**src/comparator_pkg.sv**
```systemverilog
package comparator_pkg;

  localparam int          NUM_CHAN         = 3;
  localparam int          ADDR_W           = 8;

  // register byte offsets
  localparam logic [7:0]  OFS_MASKED_STAT  = 8'h00;
  localparam logic [7:0]  OFS_RAW_STAT     = 8'h04;
  localparam logic [7:0]  OFS_INT_ENABLE   = 8'h08;
  localparam logic [7:0]  OFS_REF_CTRL     = 8'h10;
  localparam logic [7:0]  OFS_CHAN_STATUS  = 8'h20;
  localparam logic [7:0]  OFS_CHAN_CTRL    = 8'h24;
  localparam logic [7:0]  CHAN_STRIDE      = 8'h20;

  // control word field positions
  localparam int          POS_INT_SENSE    = 2;
  localparam int          POS_INT_LEVEL    = 4;
  localparam int          POS_TRIG_SENSE   = 5;
  localparam int          POS_TRIG_LEVEL   = 7;
  localparam int          POS_TRIG_EN      = 8;
  localparam int          POS_SRC_SEL      = 9;
  localparam int          POS_OUT_EN       = 11;
  localparam int          POS_RESULT       = 1;
  localparam int          POS_REF_TAP      = 0;
  localparam int          POS_REF_RANGE    = 8;
  localparam int          POS_REF_EN       = 9;

  // reset values
  localparam logic [2:0]  RST_INT_ENABLE   = 3'h0;
  localparam logic [2:0]  RST_RAW_STAT     = 3'h0;
  localparam logic [31:0] RST_CTRL_WORD    = 32'h0000_0000;
  localparam logic [31:0] RST_REF_WORD     = 32'h0000_0000;

  // edge sense encodings
  localparam logic [1:0]  SENSE_LEVEL      = 2'h0;
  localparam logic [1:0]  SENSE_FALL       = 2'h1;
  localparam logic [1:0]  SENSE_RISE       = 2'h2;
  localparam logic [1:0]  SENSE_BOTH       = 2'h3;

  // source select encodings
  localparam logic [1:0]  SRC_OWN_PIN      = 2'h0;
  localparam logic [1:0]  SRC_ALT_PIN      = 2'h1;
  localparam logic [1:0]  SRC_REFERENCE    = 2'h2;

  // reference ladder figures
  localparam logic [4:0]  LADDER_OFFSET    = 5'h08;
  localparam logic [4:0]  LADDER_DEN_LOW   = 5'h1F;
  localparam logic [4:0]  LADDER_DEN_HIGH  = 5'h17;

  localparam logic [1:0]  RESP_OKAY        = 2'h0;
  localparam logic [1:0]  RESP_SLVERR      = 2'h2;

  typedef enum logic [1:0] {
    ROUTE_OWN_PIN,
    ROUTE_CHAN0_PIN,
    ROUTE_REFERENCE,
    ROUTE_OPEN
  } route_type;

  typedef struct packed {
    logic       out_en;
    logic [1:0] src_sel;
    logic       trig_en;
    logic       trig_level;
    logic [1:0] trig_sense;
    logic       int_level;
    logic [1:0] int_sense;
  } chan_cfg_type;

  typedef struct packed {
    logic       enable;
    logic       range;
    logic [3:0] tap;
  } ref_cfg_type;

  typedef struct packed {
    logic       enable;
    logic       range;
    logic [3:0] tap;
    logic [4:0] numerator;
    logic [4:0] denominator;
  } ladder_drive_type;

  function automatic logic sense_hit(input logic [1:0] sense,
                                     input logic       level,
                                     input logic       prev,
                                     input logic       cur);
    logic hit;
    hit = 1'b0;
    unique case (sense)
      SENSE_LEVEL: hit = (cur == level);
      SENSE_FALL:  hit = prev & ~cur;
      SENSE_RISE:  hit = ~prev & cur;
      SENSE_BOTH:  hit = prev ^ cur;
    endcase
    return hit;
  endfunction

endpackage

```
**src/comparator_channel.sv**
```systemverilog
`timescale 1ns/1ps
module comparator_channel
  import comparator_pkg::*;
(
  input  wire logic         aclk,
  input  wire logic         aresetn,
  input  wire logic         raw_async,
  input  chan_cfg_type      cfg,
  output logic              result,
  output logic              int_event,
  output logic              trig_event
);

  logic sync1_q, sync1_d;
  logic sync2_q, sync2_d;
  logic prev_q,  prev_d;
  logic int_q,   int_d;
  logic trig_q,  trig_d;

  always_comb begin
    sync1_d = raw_async;
    sync2_d = sync1_q;
    prev_d  = sync2_q;
    // interrupt and trigger judged separately on the same result
    int_d   = sense_hit(cfg.int_sense, cfg.int_level, prev_q, sync2_q);
    trig_d  = cfg.trig_en & sense_hit(cfg.trig_sense, cfg.trig_level, prev_q, sync2_q);
  end

  always_ff @(posedge aclk) begin
    if (!aresetn) begin
      sync1_q <= 1'b0;
      sync2_q <= 1'b0;
      prev_q  <= 1'b0;
      int_q   <= 1'b0;
      trig_q  <= 1'b0;
    end else begin
      sync1_q <= sync1_d;
      sync2_q <= sync2_d;
      prev_q  <= prev_d;
      int_q   <= int_d;
      trig_q  <= trig_d;
    end
  end

  assign result     = prev_q;
  assign int_event  = int_q;
  assign trig_event = trig_q;

endmodule // comparator_channel

```
**src/comparator_control.sv**
```systemverilog
// What this block does
// - three independent channels, each with pin output, interrupt and ADC trigger.
// - result is 1 when inverting input is below noninverting, else 0.
// - interrupt and ADC trigger edge selections are independent per channel.
// - inverting input always comes from the channel's own negative pin.
// - channel 0 select 00 or 01 routes its own positive pin, 10 reference.
// - channels 1, 2: 00 own pin, 01 channel 0 pin, 10 reference.
// - shared pin on channels 1, 2 is output or positive input, never both.
// - reference disabled gives ground regardless of tap value.
// - enabled, range 0: reference is supply times (tap plus 8) over 31.
// - enabled, range 1: reference is supply times tap over 23.
// - masked status, raw status and enable registers, one bit per channel.
// - raw status bit sets on an interrupt condition and is read-only.
// - writing 1 to a masked status bit clears the pending interrupt.
`timescale 1ns/1ps
module comparator_control
  import comparator_pkg::*;
#(
  parameter int N_CHAN = NUM_CHAN
)(
  input  wire logic                 aclk,
  input  wire logic                 aresetn,
  input  wire logic [ADDR_W-1:0]    s_axi_awaddr,
  input  wire logic                 s_axi_awvalid,
  output logic                      s_axi_awready,
  input  wire logic [31:0]          s_axi_wdata,
  input  wire logic [3:0]           s_axi_wstrb,
  input  wire logic                 s_axi_wvalid,
  output logic                      s_axi_wready,
  output logic [1:0]                s_axi_bresp,
  output logic                      s_axi_bvalid,
  input  wire logic                 s_axi_bready,
  input  wire logic [ADDR_W-1:0]    s_axi_araddr,
  input  wire logic                 s_axi_arvalid,
  output logic                      s_axi_arready,
  output logic [31:0]               s_axi_rdata,
  output logic [1:0]                s_axi_rresp,
  output logic                      s_axi_rvalid,
  input  wire logic                 s_axi_rready,
  input  wire logic [N_CHAN-1:0]    raw_result,
  output route_type [N_CHAN-1:0]    vin_plus_route,
  output route_type [N_CHAN-1:0]    vin_minus_route,
  output ladder_drive_type          ladder_drive,
  output logic [N_CHAN-1:0]         pin_out,
  output logic [N_CHAN-1:0]         pin_oe,
  output logic [N_CHAN-1:0]         adc_trigger,
  output logic                      irq
);

  function automatic logic [31:0] merge_strb(input logic [31:0] old_word,
                                             input logic [31:0] new_word,
                                             input logic [3:0]  strb);
    logic [31:0] res;
    res = old_word;
    for (int b = 0; b < 4; b++) begin
      if (strb[b]) begin
        res[8*b +: 8] = new_word[8*b +: 8];
      end
    end
    return res;
  endfunction

  function automatic chan_cfg_type cfg_from_word(input logic [31:0] w);
    chan_cfg_type c;
    c.int_sense  = w[POS_INT_SENSE +: 2];
    c.int_level  = w[POS_INT_LEVEL];
    c.trig_sense = w[POS_TRIG_SENSE +: 2];
    c.trig_level = w[POS_TRIG_LEVEL];
    c.trig_en    = w[POS_TRIG_EN];
    c.src_sel    = w[POS_SRC_SEL +: 2];
    c.out_en     = w[POS_OUT_EN];
    return c;
  endfunction

  function automatic logic [31:0] cfg_to_word(input chan_cfg_type c);
    logic [31:0] w;
    w = 32'h0000_0000;
    w[POS_INT_SENSE +: 2]  = c.int_sense;
    w[POS_INT_LEVEL]       = c.int_level;
    w[POS_TRIG_SENSE +: 2] = c.trig_sense;
    w[POS_TRIG_LEVEL]      = c.trig_level;
    w[POS_TRIG_EN]         = c.trig_en;
    w[POS_SRC_SEL +: 2]    = c.src_sel;
    w[POS_OUT_EN]          = c.out_en;
    return w;
  endfunction

  // channel index of a per-channel offset, or N_CHAN when none matches
  function automatic int chan_of(input logic [ADDR_W-1:0] a, input logic [7:0] base);
    int hit;
    hit = N_CHAN;
    for (int i = 0; i < N_CHAN; i++) begin
      if (a == ADDR_W'(base + CHAN_STRIDE * i)) begin
        hit = i;
      end
    end
    return hit;
  endfunction

  // register state
  logic [N_CHAN-1:0]           raw_q, raw_d;
  logic [N_CHAN-1:0]           inten_q, inten_d;
  ref_cfg_type                 ref_q, ref_d;
  chan_cfg_type [N_CHAN-1:0]   ctl_q, ctl_d;

  // bus state
  logic                        aw_held_q, aw_held_d;
  logic [ADDR_W-1:0]           awaddr_q, awaddr_d;
  logic                        w_held_q, w_held_d;
  logic [31:0]                 wdata_q, wdata_d;
  logic [3:0]                  wstrb_q, wstrb_d;
  logic                        bvalid_q, bvalid_d;
  logic [1:0]                  bresp_q, bresp_d;
  logic                        rvalid_q, rvalid_d;
  logic [31:0]                 rdata_q, rdata_d;
  logic [1:0]                  rresp_q, rresp_d;

  logic [N_CHAN-1:0]           result;
  logic [N_CHAN-1:0]           int_event;
  logic [N_CHAN-1:0]           trig_event;
  logic [N_CHAN-1:0]           masked;
  logic [N_CHAN-1:0]           clr_mask;
  logic                        do_write;
  logic                        do_read;

  for (genvar g = 0; g < N_CHAN; g++) begin : g_chan
    comparator_channel u_chan (
      .aclk       (aclk),
      .aresetn    (aresetn),
      .raw_async  (raw_result[g]),
      .cfg        (ctl_q[g]),
      .result     (result[g]),
      .int_event  (int_event[g]),
      .trig_event (trig_event[g])
    );
  end

  assign masked   = raw_q & inten_q;
  assign do_write = aw_held_q & w_held_q & ~bvalid_q;
  assign do_read  = s_axi_arvalid & s_axi_arready;

  // register file and interrupt status
  always_comb begin
    logic [31:0] word;
    int          ch;
    word     = 32'h0000_0000;
    ch       = N_CHAN;
    raw_d    = raw_q;
    inten_d  = inten_q;
    ref_d    = ref_q;
    ctl_d    = ctl_q;
    clr_mask = '0;
    bresp_d  = bresp_q;
    if (do_write) begin
      bresp_d = RESP_OKAY;
      ch      = chan_of(awaddr_q, OFS_CHAN_CTRL);
      if (awaddr_q == ADDR_W'(OFS_MASKED_STAT)) begin
        word     = merge_strb(32'h0000_0000, wdata_q, wstrb_q);
        clr_mask = word[N_CHAN-1:0];
      end else if (awaddr_q == ADDR_W'(OFS_INT_ENABLE)) begin
        word    = merge_strb({{(32-N_CHAN){1'b0}}, inten_q}, wdata_q, wstrb_q);
        inten_d = word[N_CHAN-1:0];
      end else if (awaddr_q == ADDR_W'(OFS_REF_CTRL)) begin
        word         = {22'h0, ref_q.enable, ref_q.range, 4'h0, ref_q.tap};
        word         = merge_strb(word, wdata_q, wstrb_q);
        ref_d.tap    = word[POS_REF_TAP +: 4];
        ref_d.range  = word[POS_REF_RANGE];
        ref_d.enable = word[POS_REF_EN];
      end else if (ch < N_CHAN) begin
        word      = merge_strb(cfg_to_word(ctl_q[ch]), wdata_q, wstrb_q);
        ctl_d[ch] = cfg_from_word(word);
      end else if (awaddr_q == ADDR_W'(OFS_RAW_STAT) ||
                   chan_of(awaddr_q, OFS_CHAN_STATUS) < N_CHAN) begin
        // read-only registers ignore the write
        bresp_d = RESP_OKAY;
      end else begin
        bresp_d = RESP_SLVERR;
      end
    end
    // a new event beats a clear in the same cycle
    raw_d = (raw_q & ~clr_mask) | int_event;
  end

  always_ff @(posedge aclk) begin
    if (!aresetn) begin
      raw_q   <= RST_RAW_STAT;
      inten_q <= RST_INT_ENABLE;
      ref_q   <= '0;
      for (int i = 0; i < N_CHAN; i++) begin
        ctl_q[i] <= cfg_from_word(RST_CTRL_WORD);
      end
      bresp_q <= RESP_OKAY;
    end else begin
      raw_q   <= raw_d;
      inten_q <= inten_d;
      ref_q   <= ref_d;
      ctl_q   <= ctl_d;
      bresp_q <= bresp_d;
    end
  end

  // write channel handshake: address and data taken in either order
  always_comb begin
    aw_held_d = aw_held_q;
    awaddr_d  = awaddr_q;
    w_held_d  = w_held_q;
    wdata_d   = wdata_q;
    wstrb_d   = wstrb_q;
    bvalid_d  = bvalid_q;
    if (s_axi_awvalid && s_axi_awready) begin
      aw_held_d = 1'b1;
      awaddr_d  = s_axi_awaddr;
    end
    if (s_axi_wvalid && s_axi_wready) begin
      w_held_d = 1'b1;
      wdata_d  = s_axi_wdata;
      wstrb_d  = s_axi_wstrb;
    end
    if (do_write) begin
      aw_held_d = 1'b0;
      w_held_d  = 1'b0;
      bvalid_d  = 1'b1;
    end else if (bvalid_q && s_axi_bready) begin
      bvalid_d = 1'b0;
    end
  end

  always_ff @(posedge aclk) begin
    if (!aresetn) begin
      aw_held_q <= 1'b0;
      awaddr_q  <= '0;
      w_held_q  <= 1'b0;
      wdata_q   <= 32'h0000_0000;
      wstrb_q   <= 4'h0;
      bvalid_q  <= 1'b0;
    end else begin
      aw_held_q <= aw_held_d;
      awaddr_q  <= awaddr_d;
      w_held_q  <= w_held_d;
      wdata_q   <= wdata_d;
      wstrb_q   <= wstrb_d;
      bvalid_q  <= bvalid_d;
    end
  end

  assign s_axi_awready = ~aw_held_q & ~bvalid_q;
  assign s_axi_wready  = ~w_held_q & ~bvalid_q;
  assign s_axi_bvalid  = bvalid_q;
  assign s_axi_bresp   = bresp_q;

  // read path; answer one cycle after the address is taken
  always_comb begin
    int cs;
    int cc;
    cs       = chan_of(s_axi_araddr, OFS_CHAN_STATUS);
    cc       = chan_of(s_axi_araddr, OFS_CHAN_CTRL);
    rvalid_d = rvalid_q;
    rdata_d  = rdata_q;
    rresp_d  = rresp_q;
    if (do_read) begin
      rvalid_d = 1'b1;
      rdata_d  = 32'h0000_0000;
      rresp_d  = RESP_OKAY;
      if (s_axi_araddr == ADDR_W'(OFS_MASKED_STAT)) begin
        rdata_d[N_CHAN-1:0] = masked;
      end else if (s_axi_araddr == ADDR_W'(OFS_RAW_STAT)) begin
        rdata_d[N_CHAN-1:0] = raw_q;
      end else if (s_axi_araddr == ADDR_W'(OFS_INT_ENABLE)) begin
        rdata_d[N_CHAN-1:0] = inten_q;
      end else if (s_axi_araddr == ADDR_W'(OFS_REF_CTRL)) begin
        rdata_d[POS_REF_TAP +: 4] = ref_q.tap;
        rdata_d[POS_REF_RANGE]    = ref_q.range;
        rdata_d[POS_REF_EN]       = ref_q.enable;
      end else if (cs < N_CHAN) begin
        rdata_d[POS_RESULT] = result[cs];
      end else if (cc < N_CHAN) begin
        rdata_d = cfg_to_word(ctl_q[cc]);
      end else begin
        rresp_d = RESP_SLVERR;
      end
    end else if (rvalid_q && s_axi_rready) begin
      rvalid_d = 1'b0;
    end
  end

  always_ff @(posedge aclk) begin
    if (!aresetn) begin
      rvalid_q <= 1'b0;
      rdata_q  <= 32'h0000_0000;
      rresp_q  <= RESP_OKAY;
    end else begin
      rvalid_q <= rvalid_d;
      rdata_q  <= rdata_d;
      rresp_q  <= rresp_d;
    end
  end

  assign s_axi_arready = ~rvalid_q;
  assign s_axi_rvalid  = rvalid_q;
  assign s_axi_rdata   = rdata_q;
  assign s_axi_rresp   = rresp_q;

  // analog steering: input routing, pins, ladder
  always_comb begin
    for (int i = 0; i < N_CHAN; i++) begin
      vin_minus_route[i] = ROUTE_OWN_PIN;
      unique case (ctl_q[i].src_sel)
        SRC_OWN_PIN:   vin_plus_route[i] = ROUTE_OWN_PIN;
        // channel 0 has no alternate, its own pin is the alternate
        SRC_ALT_PIN:   vin_plus_route[i] = (i == 0) ? ROUTE_OWN_PIN
                                                    : ROUTE_CHAN0_PIN;
        SRC_REFERENCE: vin_plus_route[i] = ROUTE_REFERENCE;
        default:       vin_plus_route[i] = ROUTE_OPEN;
      endcase
      pin_out[i] = result[i];
      // shared pin cannot drive while it feeds the positive input
      pin_oe[i]  = ctl_q[i].out_en &
                   ((i == 0) || (ctl_q[i].src_sel != SRC_OWN_PIN));
    end
  end

  always_comb begin
    ladder_drive.enable = ref_q.enable;
    if (!ref_q.enable) begin
      // quietest ground: range 1, tap 0
      ladder_drive.range       = 1'b1;
      ladder_drive.tap         = 4'h0;
      ladder_drive.numerator   = 5'h00;
      ladder_drive.denominator = LADDER_DEN_HIGH;
    end else if (!ref_q.range) begin
      ladder_drive.range       = 1'b0;
      ladder_drive.tap         = ref_q.tap;
      ladder_drive.numerator   = 5'(ref_q.tap) + LADDER_OFFSET;
      ladder_drive.denominator = LADDER_DEN_LOW;
    end else begin
      ladder_drive.range       = 1'b1;
      ladder_drive.tap         = ref_q.tap;
      ladder_drive.numerator   = 5'(ref_q.tap);
      ladder_drive.denominator = LADDER_DEN_HIGH;
    end
  end

  assign adc_trigger = trig_event;
  assign irq         = |masked;

endmodule // comparator_control

```
**config.mk**
```make
export PLATFORM = sky130hd
export DESIGN_NAME = comparator_control
export DESIGN_NICKNAME = d
export VERILOG_FILES = /design/src/comparator_pkg.sv /design/src/comparator_channel.sv /design/src/comparator_control.sv
export SDC_FILE = /design/constraint.sdc
export NUM_CORES = 1
export LEC_CHECK = 0
export BUFFER_PORTS_ARGS = -buffer_cell sky130_fd_sc_hd__buf_2
export CORE_ASPECT_RATIO = 1.4
export CORE_MARGIN = 8
export CORE_UTILIZATION = 35
export DETAILED_ROUTE_END_ITERATION = 6
export PLACE_DENSITY_LB_ADDON = 0.15
export SLEW_MARGIN = 0
export SYNTH_ARGS = -nofsm -noshare
export SYNTH_HDL_FRONTEND = slang
export SYNTH_SLANG_ARGS = --single-unit
```
**constraint.sdc**
```tcl
create_clock -name aclk -period 5.22 [get_ports aclk]
set_clock_uncertainty 0.15 [all_clocks]
set_input_delay 1.566 -clock aclk [delete_from_list [all_inputs] [get_ports aclk]]
set_output_delay 1.566 -clock aclk [all_outputs]
set_load 0.02 [all_outputs]
```
After elaboration in Yosys (flattened, before gate mapping)
Index checks and enable logic that the tools add are counted.

Flip-flop bits (word level): 119. Memories: 0. Memory bits (read-only): 0. Latch bits: 0. Logic and storage cells: 258. Bits of input ports: 62. Memory bits (writable): 0. Output and inout bits: 79.

Mux-type cells: 85. Equality and inequality tests: 48. Reduce and logical (&&, ||, !) cells: 28. Add/subtract/negate cells: 1. Order comparisons: 8. Multiply operators: 0. Divide/modulo/power cells: 0. Shifts and indexed selects: 0. Bitwise logic cells: 37.

Operators with widths (count): two-way mux 32 bit (14); < comparator 32 x 3 -> 1 bit (second input constant) (4); < comparator 32 x 4 -> 1 bit (second input constant) (3); equality test 8 x 7 -> 1 bit (second input constant) (8); two-way mux 10 bit (6); two-way mux 8 bit (6); binary-select mux 10 bit (select 2 bit) (2); two-way mux 2 bit (17); equality test 8 x 6 -> 1 bit (second input constant) (4); >= comparator 32 x 1 -> 1 bit (second input constant) (1); two-way mux 4 bit (8); bitwise mux 30 bit (1); equality test 2 bit (second input constant) (15); two-way mux 15 bit (2); two-way mux 29 bit (1); case mux 1 bit (4 select lines) (6); demux 10 bit (select 2 bit) (1); equality test 2 x 1 -> 1 bit (second input constant) (9); logical NOT 2 bit (9); two-way mux 3 bit (6); two-way mux 9 bit (2); AND 1 bit (16); equality test 8 x 3 -> 1 bit (second input constant) (2); equality test 8 x 4 -> 1 bit (second input constant) (2); 21 further kinds (62).

Logic depth before layout (Yosys ltp)
Word-level depth: 18. Depth in mapped cells: 7. Depth with buffers taken out: 5.

Hierarchy
A second synthesis with hierarchy kept.

Cell total of the unflattened synthesis: 584. Area total of the unflattened synthesis: 5044.8 sq um.

Modules (own cells, without submodules): comparator_control (times used 1, sequential area each 1641.6 sq um, area each 4312.9 sq um, cells an instance 506); comparator_channel (times used 3, sequential area each 100.1 sq um, area each 244.0 sq um, cells an instance 26).

Worst setup path before layout
Ideal clock, no wire load.

Kind: input to register. Start point: input port s_axi_araddr[5]. End point: register rdata_q[0] (netlist: s_axi_rdata[0]). Arrival: 2967 ps. Stages: 6. Slack: 2033 ps. Cells stage by stage: clkbuf_1 or3_1 nor4b_1 a22oi_1 o22a_1 a21oi_1.

Word-level cells in the longest chain between the ends: 10. Elaborated cells on any way between the ends: 16.

Ends and longest elaborated chain: start, declared (line comparator_control.sv:33) `input wire logic [ADDR_W-1:0] s_axi_araddr,`; equality test 8 x 6 -> 1 bit (line comparator_control.sv:93) `if (a == ADDR_W'(base + CHAN_STRIDE * i)) begin`; two-way mux 2 bit (line comparator_control.sv:93); two-way mux 32 bit (2 in a row) (line comparator_control.sv:93); < comparator 32 x 3 -> 1 bit (line comparator_control.sv:274) `end else if (cs < N_CHAN) begin`; two-way mux 1 bit (line comparator_control.sv:274); two-way mux 4 bit (line comparator_control.sv:270) `end else if (s_axi_araddr == ADDR_W'(OFS_REF_CTRL)) begin`; two-way mux 3 bit (line comparator_control.sv:268) `end else if (s_axi_araddr == ADDR_W'(OFS_INT_ENABLE)) begin`; two-way mux 3 bit (line comparator_control.sv:266) `end else if (s_axi_araddr == ADDR_W'(OFS_RAW_STAT)) begin`; two-way mux 3 bit * (line comparator_control.sv:264) `if (s_axi_araddr == ADDR_W'(OFS_MASKED_STAT)) begin`; end signal, assigned (line comparator_control.sv:293) `rdata_q <= rdata_d;`; end, declared (line comparator_control.sv:115) `logic [31:0] rdata_q, rdata_d;`.

Every way passes the cells marked *; elsewhere a longest branch is shown, timed or not. A chain may end at the register's enable or synchronous reset.

==> impl_metrics.yaml <==
run_status:
  status: "finished clean"
global_routing:
  via_count_of_the_first_global_routing_pass: 4119
  grtUsageMet2_pct: 28.42
  grt_start_max_net_pins: 46
  met3_routing_resource_usage_after_global_routing_pct: 2.867
  grt_usage_pct: 16.35
  antenna_found_initial: 0
  top_usage_layer: "met2"
  global_route.usage.met1_pct: 18.99
  grt-ovfl-total: 0
  wire_length_of_the_first_global_routing_pass_um: 22850
sta:
  setup_viol: 0
  timing_hold_violations_final: 0
  tns_ns: 0
  finalCritPeriodShare_pct: 63.98
  rsz_0062_raised_after_global_routing: "false"
  slew_headroom_pct: 34.94
  max_slew.worst_pin.slew_ns: 0.9628
  final.min_clock_period_ns: 3.340
  fmax_ghz: 0.2994
  maxSlewViolCount: 0
placed_design:
  post_dp_hpwl_um: 10890
  globalplace.congestion: 0.8831
  numPortBuffers: 86
  placed_cells: 791
cts:
  clock_buffer_count_from_cts: 9
  clock_pin_slew_on_the_worst_setup_and_hold_paths_ns: 0.06
  cts_root_buffer: "clkbuf_16"
  cts_htree_levels: 3
  ctsLongestPathBuffers: 2
  cts.repair.resized: 0
  hold_buffers: 0
  clk-insertion-delay-late_ns: 0.34
  post_cts_setup_repair_buffer_count: 0
  tritoncts: "done"
  tritoncts_num_sinks: 97
die:
  core_area_mm2: 0.01385
  design.die.area_mm2: 0.01813
  floorplan.die.width_um: 116.1
  initial_utilization_pct: 35.47
  row_count: 51
  die_height_um: 156.2
  num_io_pins: 141
worst_hold_path:
  holdCritStartpoint: "g_chan[1].u_chan.sync1_q$_SDFF_PN0_"
  timing.hold.worst_endpoint: "g_chan[1].u_chan.prev_d$_SDFF_PN0_"
  hold-path-cell-count: 1
  hold_class: "flop to flop"
synthesis:
  post_synth_inst_count: 565
  synth-edff-count: 0
  synth-seq-cells: 97
  avgSynthCellArea_um2: 8.692
  largest_cells_by_area_after_synthesis: "dfxtp_1 (40%), buf_4 (6.6%), nand2_1 (6.4%)"
  synth_top_cell_area_share_pct: 39.54
  syn_area_mm2: 0.004911
  yosysWarnings: 0
  synth_ff_type: "dfxtp_1"
  synth.yosys.seq_area_share_pct: 39.54
  yosys.cell_types.count: 61
  async_flop_share_pct: 0
  netlist.top_cell.by_area: "dfxtp_1"
setup_path:
  r2r_end: "raw_q[2]$_SDFF_PN0_"
  ff2ff_setup_slack_ns: 2.46
  crit_fanout: 45
  worstPathArrival_ns: 3.46
  setup.worst_path.start_class: "input pin"
  number_of_cells_traversed_by_the_worst_register_to_register_path: 4
  required_time_of_the_worst_setup_path_ns: 5.34
  timing.critical_path.from: "aresetn"
  setup.worst_path.end_class: "flop"
  crit-reg2reg-launch: "awaddr_q[5]$_SDFFE_PN0P_"
  critical_path_class: "input pin to flop"
layout:
  number_of_antenna_cells_inserted: 0
  area_delta_synth_final_pct: 13.20
  fillers: 1443
  finalNonFillerCells: 806
  drive_gt1_share_pct: 21.58
  final_core_utilization_pct: 40.15
  layout.nets: 686
detailed_routing:
  num_vias: 4062
  wl_per_cell_um: 17.97
  avgViaCountPerCell: 5.040
  route.detailed.drc: 0
  postRouteAntennaNets: 0
  detail_route.iter0.violations: 240
  drtPass1Iterations: 5
  drt_wl_total_um: 14490
power:
  p_leak_uw: 0.002323
  power.density_mw_per_mm2: 307.1
  report.power.total_uw: 1707
  ir_worst_vdd_mv: 0.1648
run:
  max-cap-violations: 0
## through the flow
stage	cell area, µm²	hold slack, ns	setup slack (ns)
after floorplan	5024	0.2619	2.033
after CTS	5559	0.2846	1.869
after global routing	5559	0.2957	1.695
after detailed placement	5225	0.2724	1.509
final	5559	0.2848	1.880
after global placement	5225	0.2664	1.505
## cell usage after synthesis (all sizes together) (2+ instances only)
cell type	number
o31a	2
buf	49
clkbuf	26
nand4	2
ha	7
or3	4
a31oi	4
nand3	2
a2bb2oi	3
nand2b	6
a22o	12
a211oi	10
dfxtp	97
o21ai	31
nand4b	2
a221o	3
xnor2	4
mux2	20
and4b	2
and2	18
a22oi	19
mux4	3
xor2	3
o22a	3
nor3	6
nor2	39
o31ai	2
o2bb2ai	10
conb	2
nand2	84
mux2i	10
a21oi	33
and3	3
inv	19
o21a	2
nor2b	6
nor4	3
## state kept, by name (all words and copies together), names as in the netlist, 2 cells and up
signal                    count
s_axi_rdata                  12
inten_q                       3
g_chan.u_chan.result          3
g_chan.u_chan.sync1_q         3
g_chan.u_chan.int_event       3
awaddr_q                      8
ref_q                         5
raw_q                         3
wstrb_q                       2
g_chan.u_chan.trig_event      3
g_chan.u_chan.prev_d          3
ctl_q                        29
wdata_q                      12
## worst max-delay path by stage
| stage | end | slack [ns] |
|---|---|---|
| global route | ctl_q[7]$_SDFFE_PN0P_ | 1.70 |
| CTS | pin_oe[0]$_SDFFE_PN0P_ | 1.87 |
| floorplan | s_axi_rdata[0]$_SDFFE_PN0P_ | 2.03 |
| global placement | ctl_q[1]$_SDFFE_PN0P_ | 1.51 |
| detailed placement | ctl_q[2]$_SDFFE_PN0P_ | 1.51 |
| finish | pin_oe[0]$_SDFFE_PN0P_ | 1.88 |
## report_power, final
part | switching, µW | leakage, µW | total (µW) | internal [µW]
clock network | 281 | 0.000155 | 747 | 466
logic | 113 | 0.00138 | 166 | 52.9
registers | 30.3 | 0.000790 | 794 | 764
total | 425 | 0.00232 | 1710 | 1280
## layer usage
metal	wire length, µm	up-vias
met4	383	0
met3	700	19
met1	5933	1924
li1	-	2004
met2	7468	115
met5	0	-
## cell families after synthesis
kind of cell | after synthesis | share of synthesized area (%)
AOI/OAI and AO/OA | 139 | 19.08
DFF | 97 | 39.54
and+or+nand+nor | 185 | 19.16
other | 2 | 0.1529
adders and majority gates | 8 | 1.987
xor gates and xnor gates | 7 | 1.248
muxes | 33 | 8.000
buffers and inverters | 94 | 10.83
## worst max-delay path, cell delays in order
cell and delay [ns]:
buf_2 0.49, inv_2 0.51, a31oi_2 0.69, o2bb2ai_1 0.18
## area by class of cell
cell class / instances / area (µm²) / share of cell area [%]
multi-input cells: 404 / 2550 / 45.87
flip-flops and latches: 97 / 1942 / 34.93
repair buffers: 86 / 430.4 / 7.743
well taps: 185 / 231.5 / 4.164
clock buffers: 10 / 229.0 / 4.119
clock inverters: 5 / 105.1 / 1.891
inverters: 19 / 71.32 / 1.283
## cell usage in the layout, fill, tap and decap left out, drive strengths merged, types with 12 or more instances in the layout
cell,instances
and2,18
nor2,39
inv,19
mux2,20
conb,32
a21oi,33
nand2,84
o21ai,31
dfxtp,97
a22oi,19
a22o,12
buf,86
No activity file was read; power rests on OpenSTA's default activity.
